[src/fevs_pkg.sv]
package fevs_pkg;
  // ---------------------------------------------------------------
  // register map (byte addresses)
  // ---------------------------------------------------------------
  localparam logic [7:0] ADDR_DIVIDER = 8'h00;
  localparam logic [7:0] ADDR_STATUS  = 8'h04;
  localparam logic [7:0] ADDR_INDEX   = 8'h08;
  localparam logic [7:0] ADDR_WORD0   = 8'h0C;
  localparam logic [7:0] ADDR_WORD1   = 8'h10;
  localparam logic [7:0] ADDR_MARGIN  = 8'h14;
  // status register fields
  localparam int ST_COMPLETE   = 7;
  localparam int ST_ACCESS_ERR = 5;
  localparam int ST_PROT_VIOL  = 4;
  localparam int ST_MG1    = 1;
  localparam int ST_MG0    = 0;
  localparam int DIV_DONE  = 7;
  // ---------------------------------------------------------------
  // command codes
  // ---------------------------------------------------------------
  localparam logic [7:0] CMD_EV_ALL   = 8'h01;
  localparam logic [7:0] CMD_EV_BLOCK = 8'h02;
  localparam logic [7:0] CMD_EV_SECT  = 8'h03;
  localparam logic [7:0] CMD_RD_ONCE  = 8'h04;
  localparam logic [7:0] CMD_PROG_PF  = 8'h06;
  localparam logic [7:0] CMD_PROG_ONC = 8'h07;
  localparam logic [7:0] CMD_ERS_ALL  = 8'h08;
  localparam logic [7:0] CMD_ERS_BLK  = 8'h09;
  localparam logic [7:0] CMD_ERS_SECT = 8'h0A;
  localparam logic [7:0] CMD_UNSECURE = 8'h0B;
  localparam logic [7:0] CMD_BACKDOOR = 8'h0C;
  localparam logic [7:0] CMD_USR_MRG  = 8'h0D;
  localparam logic [7:0] CMD_FLD_MRG  = 8'h0E;
  localparam logic [7:0] CMD_EV_EESEC = 8'h10;
  localparam logic [7:0] CMD_PROG_EE  = 8'h11;
  localparam logic [7:0] CMD_ERS_EESC = 8'h12;
  localparam logic [7:0] CMD_PROT_OVR = 8'h13;
  localparam logic [2:0] IDX_EV_ALL   = 3'h0;
  localparam logic [2:0] IDX_EV_BLOCK = 3'h1;
  // block identity by global address bits [23:16]
  localparam logic [7:0] PF_BLOCK_HI  = 8'hFF;
  localparam logic [7:0] EE_BLOCK_HI  = 8'h10;
  localparam logic [15:0] BLOCK_LO    = 16'h0000;
  localparam logic [15:0] EE_BLOCK_LO = 16'h0000;
  localparam int SETUP_CYCLES = 4;
  // ---------------------------------------------------------------
  // types
  // ---------------------------------------------------------------
  typedef enum logic [1:0] {
    FEVS_IDLE  = 2'b00,
    FEVS_SETUP = 2'b01,
    FEVS_RUN   = 2'b11
  } fevs_state_t;
  typedef enum logic [1:0] {
    FEVS_OP_NONE = 2'b00,
    FEVS_OP_PROG = 2'b01,
    FEVS_OP_SECT = 2'b10,
    FEVS_OP_MASS = 2'b11
  } fevs_op_t;
endpackage

[src/fevs_top.sv]
module fevs_top #(
  parameter int BLOCK_WORDS = 64
) (
  input  wire logic        SYS_CLK,
  input  wire logic        RST_B,
  input  wire logic        PSEL,
  input  wire logic        PENABLE,
  input  wire logic        PWRITE,
  input  wire logic [7:0]  PADDR,
  input  wire logic [31:0] PWDATA,
  output logic [31:0]      PRDATA,
  output logic             PREADY,
  output logic             PSLVERR,
  input  wire logic        PF_RD_REQ,
  input  wire logic        EE_RD_REQ,
  output logic             PF_RD_GRANT,
  output logic             EE_RD_GRANT,
  output logic             RD_DATA_VALID,
  output logic             ILLEGAL_ACCESS,
  output logic             ARR_RD_EN,
  output logic             ARR_SEL_EE,
  output logic [15:0]      ARR_ADDR,
  input  wire logic        ARR_BLANK,
  input  wire logic        ARR_ERR_CORR,
  input  wire logic        ARR_ERR_UNCORR,
  output logic             ARR_BUSY
);
  // ---------------------------------------------------------------
  // reset release
  // ---------------------------------------------------------------
  logic rst_meta;
  logic rst_n;
  always_ff @(posedge SYS_CLK or negedge RST_B) begin
    if (!RST_B) begin
      rst_meta <= 1'b0;
      rst_n    <= 1'b0;
    end else begin
      rst_meta <= 1'b1;
      rst_n    <= rst_meta;
    end
  end

  // ---------------------------------------------------------------
  // registers
  // ---------------------------------------------------------------
  logic [7:0]  divider;
  logic        div_done;
  logic [2:0]  word_index;
  logic [15:0] word0;
  logic [15:0] word1;
  logic [1:0]  margin;
  logic        command_complete_flag;
  logic        access_error_flag;
  logic        protection_violation_flag;
  logic        mg1;
  logic        mg0;
  fevs_pkg::fevs_state_t state;
  fevs_pkg::fevs_op_t    op_kind;
  logic        op_on_ee;
  logic        op_all;
  logic [2:0]  setup_cnt;
  logic [15:0] addr_cnt;
  logic        sweep_ee;

  logic wr_acc;
  logic rd_acc;
  logic launch;
  logic [7:0] cmd;
  logic cmd_valid;
  logic cmd_pe;
  logic bad_launch;
  logic addr_ok;
  logic blk_ee;
  logic last_word;

  assign PREADY  = 1'b1;
  assign PSLVERR = 1'b0;
  assign wr_acc  = PSEL && PENABLE && PWRITE;
  assign rd_acc  = PSEL && PENABLE && !PWRITE;
  assign cmd     = word0[15:8];
  // host clears the complete flag (write 1) to launch
  assign launch  = wr_acc && PADDR == fevs_pkg::ADDR_STATUS
                   && PWDATA[fevs_pkg::ST_COMPLETE] && command_complete_flag;

  always_comb begin
    unique case (cmd)
      fevs_pkg::CMD_EV_ALL, fevs_pkg::CMD_EV_BLOCK, fevs_pkg::CMD_EV_SECT,
      fevs_pkg::CMD_RD_ONCE, fevs_pkg::CMD_PROG_PF, fevs_pkg::CMD_PROG_ONC,
      fevs_pkg::CMD_ERS_ALL, fevs_pkg::CMD_ERS_BLK, fevs_pkg::CMD_ERS_SECT,
      fevs_pkg::CMD_UNSECURE, fevs_pkg::CMD_BACKDOOR,
      fevs_pkg::CMD_USR_MRG, fevs_pkg::CMD_FLD_MRG,
      fevs_pkg::CMD_EV_EESEC, fevs_pkg::CMD_PROG_EE,
      fevs_pkg::CMD_ERS_EESC, fevs_pkg::CMD_PROT_OVR: cmd_valid = 1'b1;
      default: cmd_valid = 1'b0;
    endcase
  end

  // commands that program or erase need the divider first
  assign cmd_pe = cmd == fevs_pkg::CMD_PROG_PF
               || cmd == fevs_pkg::CMD_PROG_ONC
               || cmd == fevs_pkg::CMD_ERS_ALL
               || cmd == fevs_pkg::CMD_ERS_BLK
               || cmd == fevs_pkg::CMD_ERS_SECT
               || cmd == fevs_pkg::CMD_UNSECURE
               || cmd == fevs_pkg::CMD_PROG_EE
               || cmd == fevs_pkg::CMD_ERS_EESC;
  assign blk_ee  = word0[7:0] == fevs_pkg::EE_BLOCK_HI
                && word1 == fevs_pkg::EE_BLOCK_LO;
  assign addr_ok = blk_ee || (word0[7:0] == fevs_pkg::PF_BLOCK_HI
                && word1 == fevs_pkg::BLOCK_LO);

  always_comb begin
    bad_launch = 1'b0;
    if (!cmd_valid)
      bad_launch = 1'b1;
    else if (cmd_pe && !div_done)
      bad_launch = 1'b1;
    else if (cmd == fevs_pkg::CMD_EV_ALL
             && word_index != fevs_pkg::IDX_EV_ALL)
      bad_launch = 1'b1;
    else if (cmd == fevs_pkg::CMD_EV_BLOCK
             && word_index != fevs_pkg::IDX_EV_BLOCK)
      bad_launch = 1'b1;
    else if (cmd == fevs_pkg::CMD_EV_BLOCK && !addr_ok)
      bad_launch = 1'b1;
  end

  // ---------------------------------------------------------------
  // software registers
  // ---------------------------------------------------------------
  always_ff @(posedge SYS_CLK or negedge rst_n) begin
    if (!rst_n) begin
      divider    <= 8'h00;
      div_done   <= 1'b0;
      word_index <= 3'h0;
      word0      <= 16'h0000;
      word1      <= 16'h0000;
      margin     <= 2'h0;
    end else if (wr_acc && command_complete_flag) begin
      unique case (PADDR)
        fevs_pkg::ADDR_DIVIDER: begin
          divider  <= PWDATA[7:0];
          div_done <= 1'b1;
        end
        fevs_pkg::ADDR_INDEX:  word_index <= PWDATA[2:0];
        fevs_pkg::ADDR_WORD0:  word0      <= PWDATA[15:0];
        fevs_pkg::ADDR_WORD1:  word1      <= PWDATA[15:0];
        fevs_pkg::ADDR_MARGIN: margin     <= PWDATA[1:0];
        default: ;
      endcase
    end
  end

  always_comb begin
    PRDATA = 32'h0000_0000;
    unique case (PADDR)
      fevs_pkg::ADDR_DIVIDER: PRDATA = {24'h000000, divider};
      fevs_pkg::ADDR_STATUS: begin
        PRDATA[fevs_pkg::ST_COMPLETE]   = command_complete_flag;
        PRDATA[fevs_pkg::ST_ACCESS_ERR] = access_error_flag;
        PRDATA[fevs_pkg::ST_PROT_VIOL]  = protection_violation_flag;
        PRDATA[fevs_pkg::ST_MG1]    = mg1;
        PRDATA[fevs_pkg::ST_MG0]    = mg0;
      end
      fevs_pkg::ADDR_INDEX:  PRDATA = {29'h0, word_index};
      fevs_pkg::ADDR_WORD0:  PRDATA = {16'h0000, word0};
      fevs_pkg::ADDR_WORD1:  PRDATA = {16'h0000, word1};
      fevs_pkg::ADDR_MARGIN: PRDATA = {30'h0, margin};
      default: PRDATA = 32'h0000_0000;
    endcase
  end

  // ---------------------------------------------------------------
  // sequencer
  // ---------------------------------------------------------------
  assign last_word = addr_cnt == 16'(BLOCK_WORDS - 1);
  always_ff @(posedge SYS_CLK or negedge rst_n) begin
    if (!rst_n) begin
      state     <= fevs_pkg::FEVS_IDLE;
      command_complete_flag <= 1'b1;
      op_kind   <= fevs_pkg::FEVS_OP_NONE;
      op_on_ee  <= 1'b0;
      op_all    <= 1'b0;
      setup_cnt <= 3'h0;
      addr_cnt  <= 16'h0000;
      sweep_ee  <= 1'b0;
    end else begin
      unique case (state)
        fevs_pkg::FEVS_IDLE: begin
          if (launch && !bad_launch && !access_error_flag
              && !protection_violation_flag) begin
            command_complete_flag <= 1'b0;
            state     <= fevs_pkg::FEVS_SETUP;
            setup_cnt <= 3'h0;
            addr_cnt  <= 16'h0000;
            op_all    <= cmd == fevs_pkg::CMD_EV_ALL;
            op_on_ee  <= cmd == fevs_pkg::CMD_PROG_EE
                      || cmd == fevs_pkg::CMD_ERS_EESC
                      || cmd == fevs_pkg::CMD_EV_EESEC
                      || (cmd == fevs_pkg::CMD_EV_BLOCK && blk_ee);
            sweep_ee  <= cmd == fevs_pkg::CMD_EV_BLOCK && blk_ee;
            if (cmd == fevs_pkg::CMD_ERS_ALL
                || cmd == fevs_pkg::CMD_ERS_BLK)
              op_kind <= fevs_pkg::FEVS_OP_MASS;
            else if (cmd == fevs_pkg::CMD_ERS_SECT
                     || cmd == fevs_pkg::CMD_ERS_EESC)
              op_kind <= fevs_pkg::FEVS_OP_SECT;
            else if (cmd_pe)
              op_kind <= fevs_pkg::FEVS_OP_PROG;
            else
              op_kind <= fevs_pkg::FEVS_OP_NONE;
          end
        end
        fevs_pkg::FEVS_SETUP: begin
          // reads still valid here, array untouched yet
          setup_cnt <= setup_cnt + 3'h1;
          if (setup_cnt == 3'(fevs_pkg::SETUP_CYCLES - 1))
            state <= fevs_pkg::FEVS_RUN;
        end
        fevs_pkg::FEVS_RUN: begin
          addr_cnt <= addr_cnt + 16'h0001;
          if (last_word) begin
            addr_cnt <= 16'h0000;
            if (op_all && !sweep_ee) begin
              sweep_ee <= 1'b1;
            end else begin
              command_complete_flag <= 1'b1;
              state <= fevs_pkg::FEVS_IDLE;
            end
          end
        end
        default: state <= fevs_pkg::FEVS_IDLE;
      endcase
    end
  end

  // ---------------------------------------------------------------
  // status flags
  // ---------------------------------------------------------------
  logic verifying;
  assign verifying = state == fevs_pkg::FEVS_RUN
                  && op_kind == fevs_pkg::FEVS_OP_NONE;
  always_ff @(posedge SYS_CLK or negedge rst_n) begin
    if (!rst_n) begin
      access_error_flag         <= 1'b0;
      protection_violation_flag <= 1'b0;
      mg1    <= 1'b0;
      mg0    <= 1'b0;
    end else begin
      // write-one clears; a new error in the same cycle wins
      if (wr_acc && PADDR == fevs_pkg::ADDR_STATUS) begin
        if (PWDATA[fevs_pkg::ST_ACCESS_ERR]) access_error_flag <= 1'b0;
        if (PWDATA[fevs_pkg::ST_PROT_VIOL]) protection_violation_flag <= 1'b0;
      end
      if (launch && state == fevs_pkg::FEVS_IDLE) begin
        mg1 <= 1'b0;
        mg0 <= 1'b0;
        if (bad_launch)
          access_error_flag <= 1'b1;
      end
      if (verifying) begin
        if (!ARR_BLANK) begin
          mg1 <= 1'b1;
          mg0 <= 1'b1;
        end
        if (ARR_ERR_CORR || ARR_ERR_UNCORR)
          mg1 <= 1'b1;
        if (ARR_ERR_UNCORR)
          mg0 <= 1'b1;
      end
    end
  end

  // ---------------------------------------------------------------
  // read arbitration and collisions
  // ---------------------------------------------------------------
  logic array_active;
  logic margin_rd;
  logic pf_busy;
  logic ee_busy;
  logic pf_collide;
  logic ee_collide;
  assign array_active = state == fevs_pkg::FEVS_RUN;
  assign margin_rd    = margin != 2'h0;
  // verify sweeps over everything occupy the shared read path
  assign pf_busy = array_active && (!op_on_ee || op_all);
  assign ee_busy = array_active && (op_on_ee || op_all
                || op_kind == fevs_pkg::FEVS_OP_MASS);
  // eeprom program/erase leaves pflash reads free, except margin
  // reads and mass erase which share hardware
  assign pf_collide = PF_RD_REQ && (pf_busy || (array_active
                   && (margin_rd || op_kind == fevs_pkg::FEVS_OP_MASS
                   || op_kind == fevs_pkg::FEVS_OP_NONE)));
  assign ee_collide = EE_RD_REQ && !PF_RD_REQ && ee_busy;

  always_ff @(posedge SYS_CLK or negedge rst_n) begin
    if (!rst_n) begin
      PF_RD_GRANT    <= 1'b0;
      EE_RD_GRANT    <= 1'b0;
      RD_DATA_VALID  <= 1'b0;
      ILLEGAL_ACCESS <= 1'b0;
    end else begin
      // one read at a time, pflash first
      PF_RD_GRANT    <= PF_RD_REQ && !pf_collide;
      EE_RD_GRANT    <= EE_RD_REQ && !PF_RD_REQ && !ee_collide;
      RD_DATA_VALID  <= (PF_RD_REQ && !pf_collide)
                     || (EE_RD_REQ && !PF_RD_REQ && !ee_collide);
      ILLEGAL_ACCESS <= pf_collide || ee_collide;
    end
  end

  assign ARR_RD_EN  = verifying;
  assign ARR_SEL_EE = sweep_ee;
  assign ARR_ADDR   = addr_cnt;
  assign ARR_BUSY   = array_active;
endmodule

[config.mk]
export PLATFORM = sky130hd
export DESIGN_NAME = fevs_top
export DESIGN_NICKNAME = d
export VERILOG_FILES = /design/src/fevs_pkg.sv /design/src/fevs_top.sv
export SDC_FILE = /design/constraint.sdc
export NUM_CORES = 1
export LEC_CHECK = 0
export ABC_AREA = 1
export BUFFER_PORTS_ARGS = -buffer_cell sky130_fd_sc_hd__buf_4
export CAP_MARGIN = 5
export CORE_UTILIZATION = 45
export CTS_BUF_LIST = sky130_fd_sc_hd__clkbuf_4 sky130_fd_sc_hd__clkbuf_8
export DETAILED_ROUTE_END_ITERATION = 7
export GPL_ROUTABILITY_DRIVEN = 0
export GPL_TIMING_DRIVEN = 0
export HOLD_SLACK_MARGIN = 0.08
export PLACE_DENSITY = 0.65
export SLEW_MARGIN = 0
export SYNTH_ARGS = -nofsm -noshare
export SYNTH_HDL_FRONTEND = slang
export SYNTH_SLANG_ARGS = --single-unit
[constraint.sdc]
create_clock -name SYS_CLK -period 6 [get_ports SYS_CLK]
set_input_delay 0.9 -clock SYS_CLK [delete_from_list [all_inputs] [get_ports SYS_CLK]]
set_output_delay 0.9 -clock SYS_CLK [all_outputs]
set_load 0.01 [all_outputs]
==> reports/results.tsv, run 1 <==
metric	value	unit
status	finished clean	
Inst Count DP	811	
CTS buffer count	9	
Post-Layout Cell Count	827	
Tmin final	3541	ps
PD cells	206.7	mW/mm²
pre-CTS setup slack	2470	ps
switching part of the total	22.54	%
clk buf depth	2	
CP Data Required Time	5100	ps
post-cts sizing count	0	
Reg clk slew, reported paths	80	ps
relative slew slack	57.22	%
uppermost layer routed	met4	
CP max FO	10	
total negative slack	0	ps
Tcrit/Tclk final	59.02	%
pin count of the biggest net entering global routing	50	
initial antenna violation count	0	
post-DR wirelength/cell	13.37	µm
die area	0.01021	mm²
first-pass GRT wire length	18290	µm
cell area after synthesis	0.004415	mm²
Root Buffer Master	clkbuf_8	
WL final	11060	µm
# setup viols final	0	
Synth cell types	36	
unrepaired setup endpoints after global routing	false	
DR vias/cell	5.008	
Critical Path Sink Type	output port	
dpl hpwl	8218	µm
Final Skew	10.70	ps
# DRC	0	
first drt pass iteration count	4	
Vias	4142	
P_sw	254.3	µW
Leakage	0.002791	µW
register bit total from synthesis	82	
Setup Crit Path Kind	input pin to output port	
Skew-Pair Late Insertion Delay	350	ps
peak supply drop	0.0001344	V
met2 wire length	4865	µm
IO Pins	107	
Final Util	58.25	%
overflow left after global routing	0	
vias in the first global route	3761	
Seq/Total Area, Yosys	46.50	%
Post-Syn Instances	592	
max-slew violation count	0	
Worst EP arrival	2640	ps
die width	101.1	µm
number of core rows	35	
Critical Path Start	PADDR[1]	
final hold viol count	0	
f_max	282.4	MHz
Flop pwr share	50.2	%
Startpoint Class	input pin	
worst slew pin tran	639.3	ps
P&R area growth vs syn	23.63	%
post-CTS setup buffer count	0	
TritonCTS Sinks	82	
Internal Pwr Total	874.0	µW
PortBufs	72	
commonest cells after routing, fill and taps aside	nand2_1, buf_4, dfrtp_1	
Clk pwr share	43.5	%
layout cells sized above 1	19.63	%
worst min-delay path category	flop to asynchronous set/reset pin	
CTS tree	yes	
most common cell after layout, fill and taps aside	nand2_1	
syn avg cell area	7.459	µm²
Core Region	0.009371	mm²
1st-iter DRT viols	222	
max_cap viols	0	
synth warn	0	
Gate power share	6.3	%
ANT cells	0	
number of routed nets with antenna violations	0	
Final #Nets	746	
H-tree levels	3	
met1 wire length	5480	µm
initial core utilization	47.12	%
FF-to-FF Start	command_complete_flag	
die span in y	101.1	µm
final worst slack	2459	ps
routed wl met3	601	µm
GR Util All Layers	23.09	%
Post-CTS Hold Fix Bufs	0	
==> cell families (layout without fill, tap and decap cells) <==
| kind of cell | after synthesis | in the layout | synth area share, % |
|---|---|---|---|
| adder cells (fa/ha/maj) | 3 | 3 | 0.8502 |
| XOR/XNOR | 1 | 1 | 0.1984 |
| other | 2 | 19 | 0.1701 |
| flip-flops | 82 | 82 | 46.50 |
| AO/OA/AOI/OAI | 85 | 85 | 10.23 |
| buffers and inverters | 101 | 190 | 10.37 |
| AND/OR/NAND/NOR | 318 | 318 | 31.68 |
==> cell type report <==
| type | instances | area, µm² |
|---|---|---|
| Inverter | 67 | 251.5 |
| Buffer | 34 | 206.4 |
| Timing Repair Buffer | 73 | 568.0 |
| Clock buffer | 10 | 131.4 |
| Clock inverter | 6 | 115.1 |
| Multi-Input combinational cell | 426 | 1968 |
| Tap cell | 129 | 161.4 |
| Fill cell | 929 | 3913 |
| Sequential cell | 82 | 2057 |
==> worst paths after layout <==
path | end | cells past startpoint | slack [ps]
worst max register to register | ARR_ADDR[0] | 8 | 4020
max in group asynchronous | command_complete_flag | 1 | 5070
worst min register to register | word0[9] | 0 | 280
min in group SYS_CLK | rst_n | 0 | 360
worst max-delay path | PRDATA[5] | 8 | 2460
worst min-delay path | word0[9] | 0 | 280
==> registers in the layout, indices dropped and copies added, names as in the netlist, 2 cells and up <==
signal	cells
word_index	3
word1	16
op_kind	2
ARR_ADDR	16
divider	8
margin	2
setup_cnt	3
word0	16
state	2
==> metal layers <==
layer  vias to the layer above  GRT usage, %
li1                       2085             -
met1                      1934         34.73
met2                       113         34.80
met3                        10         3.259
met4                         0         6.020
met5                         -             0
==> power by group through the flow <==
stage | Combinational [µW] | Clock, µW | Sequential, µW
floorplan | 35.4 | 0 | 581
global placement | 61.4 | 0 | 584
detailed placement | 70.9 | 0 | 578
CTS | 71.2 | 500 | 567
global route | 79.6 | 523 | 569
finish | 70.6 | 491 | 567
==> cells in the mapped netlist <==
cell       instances  area [µm²]
o21ai_1           11       55.05
buf_4             18       135.1
nand2_1          166       623.1
a21oi_1            7       35.03
nor2_1            54       202.7
nand4_2            1       12.51
nor4_1             2       12.51
o21ai_0           57       285.3
ha_1               3       37.54
nand2_2            3       18.77
or2_2              5       31.28
clkbuf_1           6       22.52
nor3_2             1       10.01
xnor2_1            1       8.760
clkinv_1           2       7.510
nor3_1             7       35.03
nor2_2             2       12.51
o22ai_1            1       6.260
nand4_1           16       100.1
o2111ai_1          1       8.760
dfrtp_1           81        2027
nor4_4             1       21.27
conb_1             2       7.510
o21bai_1           2       15.01
a21boi_0           1       7.510
a22o_1             2       17.52
nand3_1           57       285.3
nor2_4             3       33.78
buf_2              9       45.04
inv_1             62       232.7
dfstp_2            1       26.28
inv_2              3       11.26
buf_1              1       3.750
o211ai_1           1       7.510
o31ai_1            1       7.510
a31oi_1            1       6.260
==> stage by stage <==
stage | total power, µW | hold WS [ps] | cell area [µm²]
after floorplan | 615.9 | 331.2 | 4479
after global placement | 645.4 | 341.4 | 5181
after detailed placement | 649.1 | 295.7 | 5213
after CTS | 1139 | 301.1 | 5459
after global routing | 1172 | 302.7 | 5459
final | 1128 | 284.4 | 5459
==> worst max-delay path, cell delays in order <==
cell      delay (ps)
buf_4            120
nor2_4           160
inv_1             90
nor4_4           530
clkbuf_1         450
nand2_1          120
nand4_1          130
buf_4            140
Note: power is estimated with default switching activity, not from simulation.
==> run 2: changes to the inputs <==
--- a/config.mk
+++ b/config.mk
@@ -5,7 +5,7 @@
 export SDC_FILE = /design/constraint.sdc
 export NUM_CORES = 1
 export LEC_CHECK = 0
-export ABC_AREA = 1
+export ABC_AREA = 0
 export BUFFER_PORTS_ARGS = -buffer_cell sky130_fd_sc_hd__buf_4
 export CAP_MARGIN = 5
 export CORE_UTILIZATION = 45
==> constraint.sdc (replaced) <==
create_clock -name SYS_CLK -period 3.6 [get_ports SYS_CLK]
set_input_delay 0.54 -clock SYS_CLK [delete_from_list [all_inputs] [get_ports SYS_CLK]]
set_output_delay 0.54 -clock SYS_CLK [all_outputs]
set_load 0.01 [all_outputs]
==> reports/results.tsv, run 2 <==
metric	value	unit	change
IO Pins	107		unchanged
f_max	308.5	MHz	
most instantiated cells after synthesis	dfrtp_1, mux2_2, nand2_1		
worst min-delay path category	flop to asynchronous set/reset pin		
die span in y	101.6	µm	+0.55%
Slowest-stage cell, CP	clkbuf_1		
H-tree levels	3		unchanged
Critical Path, Cell by Cell	buf_4 -> nor3_1 -> nand2_1 -> nor2_1 -> and3_1 -> clkbuf_1 -> clkbuf_1 -> a22oi_1 -> nand2_1 -> buf_4		
CTS tree	yes		
layout cells sized above 1	33.15	%	+14 points
max-slew violation count	0		unchanged
cell area after synthesis	0.004466	mm²	+1.1%
Critical Path Start	PADDR[1]		
die width	101.6	µm	+0.55%
CP max FO	10		unchanged
area leader, netlist	dfrtp_1		
vias in the first global route	3365		-11%
Synth cell types	62		+72%
synth warn	0		unchanged
R2R cell count	7		-1
Final #Nets	582		-22%
DR vias/cell	5.535		+11%
FF-to-FF Start	word1[0]		
Skew-Pair Late Insertion Delay	350	ps	about the same
WL final	11130	µm	+0.64%
Reg clk slew, reported paths	90	ps	about the same
Area contributors post-synth	dfrtp_1, mux2_2, buf_4		
initial core utilization	47.43	%	+0.31 points
Power Total	1897	µW	+68%
ANT cells	0		unchanged
placement-stage cell area	0.005240	mm²	+0.53%
top cell type's share of synthesized area	45.39	%	-0.51 points
Tcrit/Tclk final	90.04	%	
first drt pass iteration count	5		+1
final hold viol count	0		unchanged
Vias	3670		-11%
total negative slack	0	ps	unchanged
Seq/Total Area, Yosys	45.98	%	-0.52 points
status	finished clean		
Root Buffer Master	clkbuf_8		
EDFF count, synth	0		unchanged
Worst EP arrival	2700	ps	+60 ps
# DRC	0		unchanged
share of flip-flops with an asynchronous set or reset	100.0	%	unchanged
peak supply drop	0.0002482	V	+85%
post-CTS setup buffer count	0		unchanged
# setup viols final	0		unchanged
GR Util All Layers	22.01	%	-1.1 points
Post-Layout Inst Area	0.005498	mm²	+0.71%
overflow left after global routing	0		unchanged
Startpoint Class	input pin		
dpl hpwl	7968	µm	-3.0%
most common cell after layout, fill and taps aside	buf_4		
Final Skew	15.57	ps	+4.868 ps
Setup Crit Path Kind	input pin to output port		
Critical Path Sink Type	output port		
number of core rows	35		unchanged
P&R area growth vs syn	23.12	%	
post-cts sizing count	0		unchanged
most frequent cell after synthesis	dfrtp_1		
clk buf depth	2		unchanged
first-pass GRT wire length	17320	µm	-5.3%
Core Region	0.009415	mm²	+0.47%
initial antenna violation count	0		unchanged
number of routed nets with antenna violations	0		unchanged
max_cap viols	0		unchanged
die area	0.01033	mm²	+1.1%
1st-iter DRT viols	167		-25%
commonest cells after routing, fill and taps aside	buf_4, dfrtp_1, mux2_2		
main flop type after synthesis	dfrtp_1		
register bit total from synthesis	82		unchanged
CTS buffer count	9		unchanged
Final Util	58.39	%	+0.14 points
worst slew pin tran	1077	ps	+437.5 ps
post-DR wirelength/cell	16.78	µm	+26%
PortBufs	69		-4.2%
FF-to-FF End	op_on_ee		
TritonCTS Sinks	82		unchanged
syn avg cell area	10.38	µm²	+39%
CP Data Required Time	3060	ps	-2040 ps
unrepaired setup endpoints after global routing	false		
Max stage delay on crit path	460	ps	-70 ps
Reg2Reg Setup Slack	1030	ps	-2990 ps
Post-Syn Instances	430		-27%
Tmin final	3241	ps	
PD cells	345.0	mW/mm²	+67%
relative slew slack	27.62	%	-30 points
Post-CTS Hold Fix Bufs	1		+1
Leakage	0.002624	µW	-6.0%
pin count of the biggest net entering global routing	67		+34%
## run 2: changes by cell type in the layout (fill, tap and decap cells not counted), sizes merged, moves of 33 or more
cell | before | now
inv | 65 | 15
mux2 | 0 | 49
nand2 | 169 | 36
nand3 | 57 | 13
nor2 | 59 | 26
o21ai | 68 | 13
## run 2: cells by family after synthesis
kind of cell	share of synthesized area [%]
simple gates	19.28
flops	45.98
compound gates	12.64
buf+inv	6.724
mux	13.20
xor+xnor	1.177
fa+ha+maj	0.8407
other cells	0.1682
## run 2: worst max-delay path: cells and delay by family
family	cells	cell delay, ps
AOI/OAI and AO/OA	1	160
and+or+nand+nor	5	970
buffers and inverters	4	1030
## run 2: power by group
| group | internal [µW] | total [µW] | switching [µW] |
|---|---|---|---|
| logic | 60.0 | 123 | 62.6 |
| registers | 932 | 943 | 11.3 |
| clock network | 469 | 831 | 362 |
| total | 1460 | 1900 | 436 |
## run 2: how the worst max path moves through the flow
stage	to	slack, ps	depth (start not counted)
floorplan	PRDATA[0]	1050	8
global placement	mg1	180	0
detailed placement	PRDATA[0]	440	10
CTS	PRDATA[0]	410	10
global route	PRDATA[0]	200	10
finish	PRDATA[0]	360	10
## run 2: through the flow
stage | worst slack (ps) | std cells | hold slack (ps)
floorplan | 1050 | 447 | 244.4
global placement | 182.5 | 645 | 322.7
detailed placement | 436.1 | 646 | 195.1
CTS | 405.9 | 663 | 203.7
global route | 203.7 | 663 | 217.9
finish | 358.6 | 663 | 185.4
## run 2: final cells by class
cell class	count	area [µm²]
flip-flops and latches	82	2057
well taps	129	161.4
clock inverters	7	123.9
clock buffers	9	123.9
fillers	853	3918
repair buffers	71	555.5
multi-input cells	312	2176
inverters	12	45.04
plain buffers	41	255.2
## run 2: routing by layer
layer  vias up  routed length, µm  part of all wire (%)  global-route usage, %
li1       1738                  -                     -                      -
met1      1776               5118                    46                  31.00
met2       141               5201                    47                  34.62
met3        15                634                   5.7                  2.968
met4         0                174                   1.6                  8.138
met5         -                  0                     0                      0
==> run 3: changes to the inputs <==
--- a/config.mk
+++ b/config.mk
@@ -9,12 +9,13 @@
 export BUFFER_PORTS_ARGS = -buffer_cell sky130_fd_sc_hd__buf_4
 export CAP_MARGIN = 5
 export CORE_UTILIZATION = 45
-export CTS_BUF_LIST = sky130_fd_sc_hd__clkbuf_4 sky130_fd_sc_hd__clkbuf_8
+export CTS_BUF_LIST = sky130_fd_sc_hd__clkbuf_8
 export DETAILED_ROUTE_END_ITERATION = 7
 export GPL_ROUTABILITY_DRIVEN = 0
 export GPL_TIMING_DRIVEN = 0
 export HOLD_SLACK_MARGIN = 0.08
 export PLACE_DENSITY = 0.65
+export SETUP_SLACK_MARGIN = 0.5
 export SLEW_MARGIN = 0
 export SYNTH_ARGS = -nofsm -noshare
 export SYNTH_HDL_FRONTEND = slang
==> reports/results.tsv, run 3 (synthesized netlist as in run 2, its figures left out) <==
metric	value	unit	change
number of routed nets with antenna violations	0		unchanged
1st-iter DRT viols	200		+20%
H-tree levels	3		unchanged
layout cells sized above 1	33.52	%	+0.37 points
Tmin final	3006	ps	-235.0 ps
max_cap viols	0		unchanged
die width	101.6	µm	unchanged
most common cell after layout, fill and taps aside	buf_4		
final hold viol count	0		unchanged
f_max	332.6	MHz	+7.8%
Final Util	58.42	%	about the same
TritonCTS Sinks	82		unchanged
Reg2Reg Setup Slack	1030	ps	about the same
WL final	11080	µm	-0.47%
Tcrit/Tclk final	83.51	%	-6.5 points
dpl hpwl	7968	µm	unchanged
Max stage delay on crit path	870	ps	+410 ps
Skew-Pair Late Insertion Delay	350	ps	about the same
placement-stage cell area	0.005240	mm²	unchanged
number of core rows	35		unchanged
CTS tree	yes		
PortBufs	69		unchanged
initial core utilization	47.43	%	unchanged
Critical Path, Cell by Cell	buf_4 -> nor3_1 -> nand2_1 -> nor4_2 -> a221o_1 -> a221o_1 -> buf_4		
ANT cells	0		unchanged
CP max FO	9		-1
unrepaired setup endpoints after global routing	false		
Final #Nets	582		unchanged
die area	0.01033	mm²	unchanged
Setup Crit Path Kind	input pin to output port		
Vias	3653		-0.46%
max-slew violation count	0		unchanged
CTS buffer count	9		unchanged
Reg clk slew, reported paths	90	ps	about the same
PD cells	344.5	mW/mm²	-0.14%
Leakage	0.002631	µW	+0.26%
area occupied by multi-input gates	0.002176	mm²	unchanged
area occupied by registers	0.002057	mm²	unchanged
# setup viols final	0		unchanged
Critical Path Sink Type	output port		
Crit path max-delay family	simple AND/OR/NAND/NOR gates		
overflow left after global routing	0		unchanged
pin count of the biggest net entering global routing	67		unchanged
# DRC	0		unchanged
status	finished clean		
Post-Layout Inst Area	0.005500	mm²	about the same
first-pass GRT wire length	17320	µm	unchanged
Root Buffer Master	clkbuf_8		
peak supply drop	0.0002451	V	-1.3%
GR Util All Layers	22.01	%	unchanged
Startpoint Class	input pin		
IO Pins	107		unchanged
Slowest-stage cell, CP	nor4_2		
DR vias/cell	5.510		-0.46%
worst slew pin tran	1077	ps	-0.1103 ps
total negative slack	0	ps	unchanged
CP Data Required Time	3060	ps	about the same
Worst EP arrival	2470	ps	-230 ps
vias in the first global route	3365		unchanged
final hold slack	188.1	ps	+2.688 ps
Final Skew	15.02	ps	-0.5524 ps
clk buf depth	2		unchanged
commonest cells after routing, fill and taps aside	buf_4, dfrtp_1, mux2_2		
worst path bufs/invs	2		-2
Core Region	0.009415	mm²	unchanged
worst min-delay path category	flop to asynchronous set/reset pin		
initial antenna violation count	0		unchanged
first drt pass iteration count	4		-1
post-DR wirelength/cell	16.70	µm	-0.47%
Filler Cell Count	851		-0.23%
P&R area growth vs syn	23.17	%	about the same
relative slew slack	27.63	%	about the same
die span in y	101.6	µm	unchanged
-- run 3: worst paths after layout --
path	endpoint	depth (start not counted)	from
max	PRDATA[1]	7	PADDR[1]
min	ARR_ADDR[2]	0	rst_n
max reg2reg	op_on_ee	7	word1[0]
min reg2reg	ARR_ADDR[2]	0	rst_n
max in group asynchronous	command_complete_flag	1	rst_n
min in group SYS_CLK	rst_n	0	rst_meta
-- run 3: layout make-up --
class                           instances  area share [%]
Multi-Input combinational cell        312           39.56
Sequential cell                        82           37.40
Clock buffer                            9           2.252
Inverter                               12          0.8189
Timing Repair Buffer                   71           10.10
Tap cell                              129           2.934
Buffer                                 41           4.686
Clock inverter                          7           2.252
-- run 3: what timing repair did --
| action | in CTS | in global routing |
|---|---|---|
| hold endpoints to repair | 2 | 0 |
| pin swaps | 0 | 1 |
| hold buffers | 1 | 0 |
| gates resized for setup | 1 | 2 |
| endpoints found under the setup margin | 10 | 13 |
| buffers inserted | 0 | 0 |
-- run 3: through the flow --
stage / worst slack (ps) / std cells / power [µW]
after floorplan: 1050 / 447 / 1030
after global placement: 182.5 / 645 / 1077
after detailed placement: 436.1 / 646 / 1083
after CTS: 562.4 / 663 / 1910
after global routing: 501.4 / 663 / 1959
final: 593.5 / 663 / 1895
-- run 3: power breakdown --
group | internal (µW) | switching, µW | leakage (µW) | total (µW)
registers | 932 | 11.4 | 0.00104 | 943
logic | 60.1 | 62.5 | 0.00147 | 123
clock network | 468 | 360 | 0.000121 | 829
total | 1460 | 434 | 0.00263 | 1890
-- run 3: routing by layer --
metal | vias up | GRT usage [%] | part of all wire, % | wire length (µm)
met1 | 1782 | 31.00 | 46 | 5095
li1 | 1733 | - | - | -
met3 | 15 | 2.968 | 5.2 | 581
met2 | 123 | 34.62 | 47 | 5225
met5 | - | 0 | 0 | 0
met4 | 0 | 8.138 | 1.6 | 174
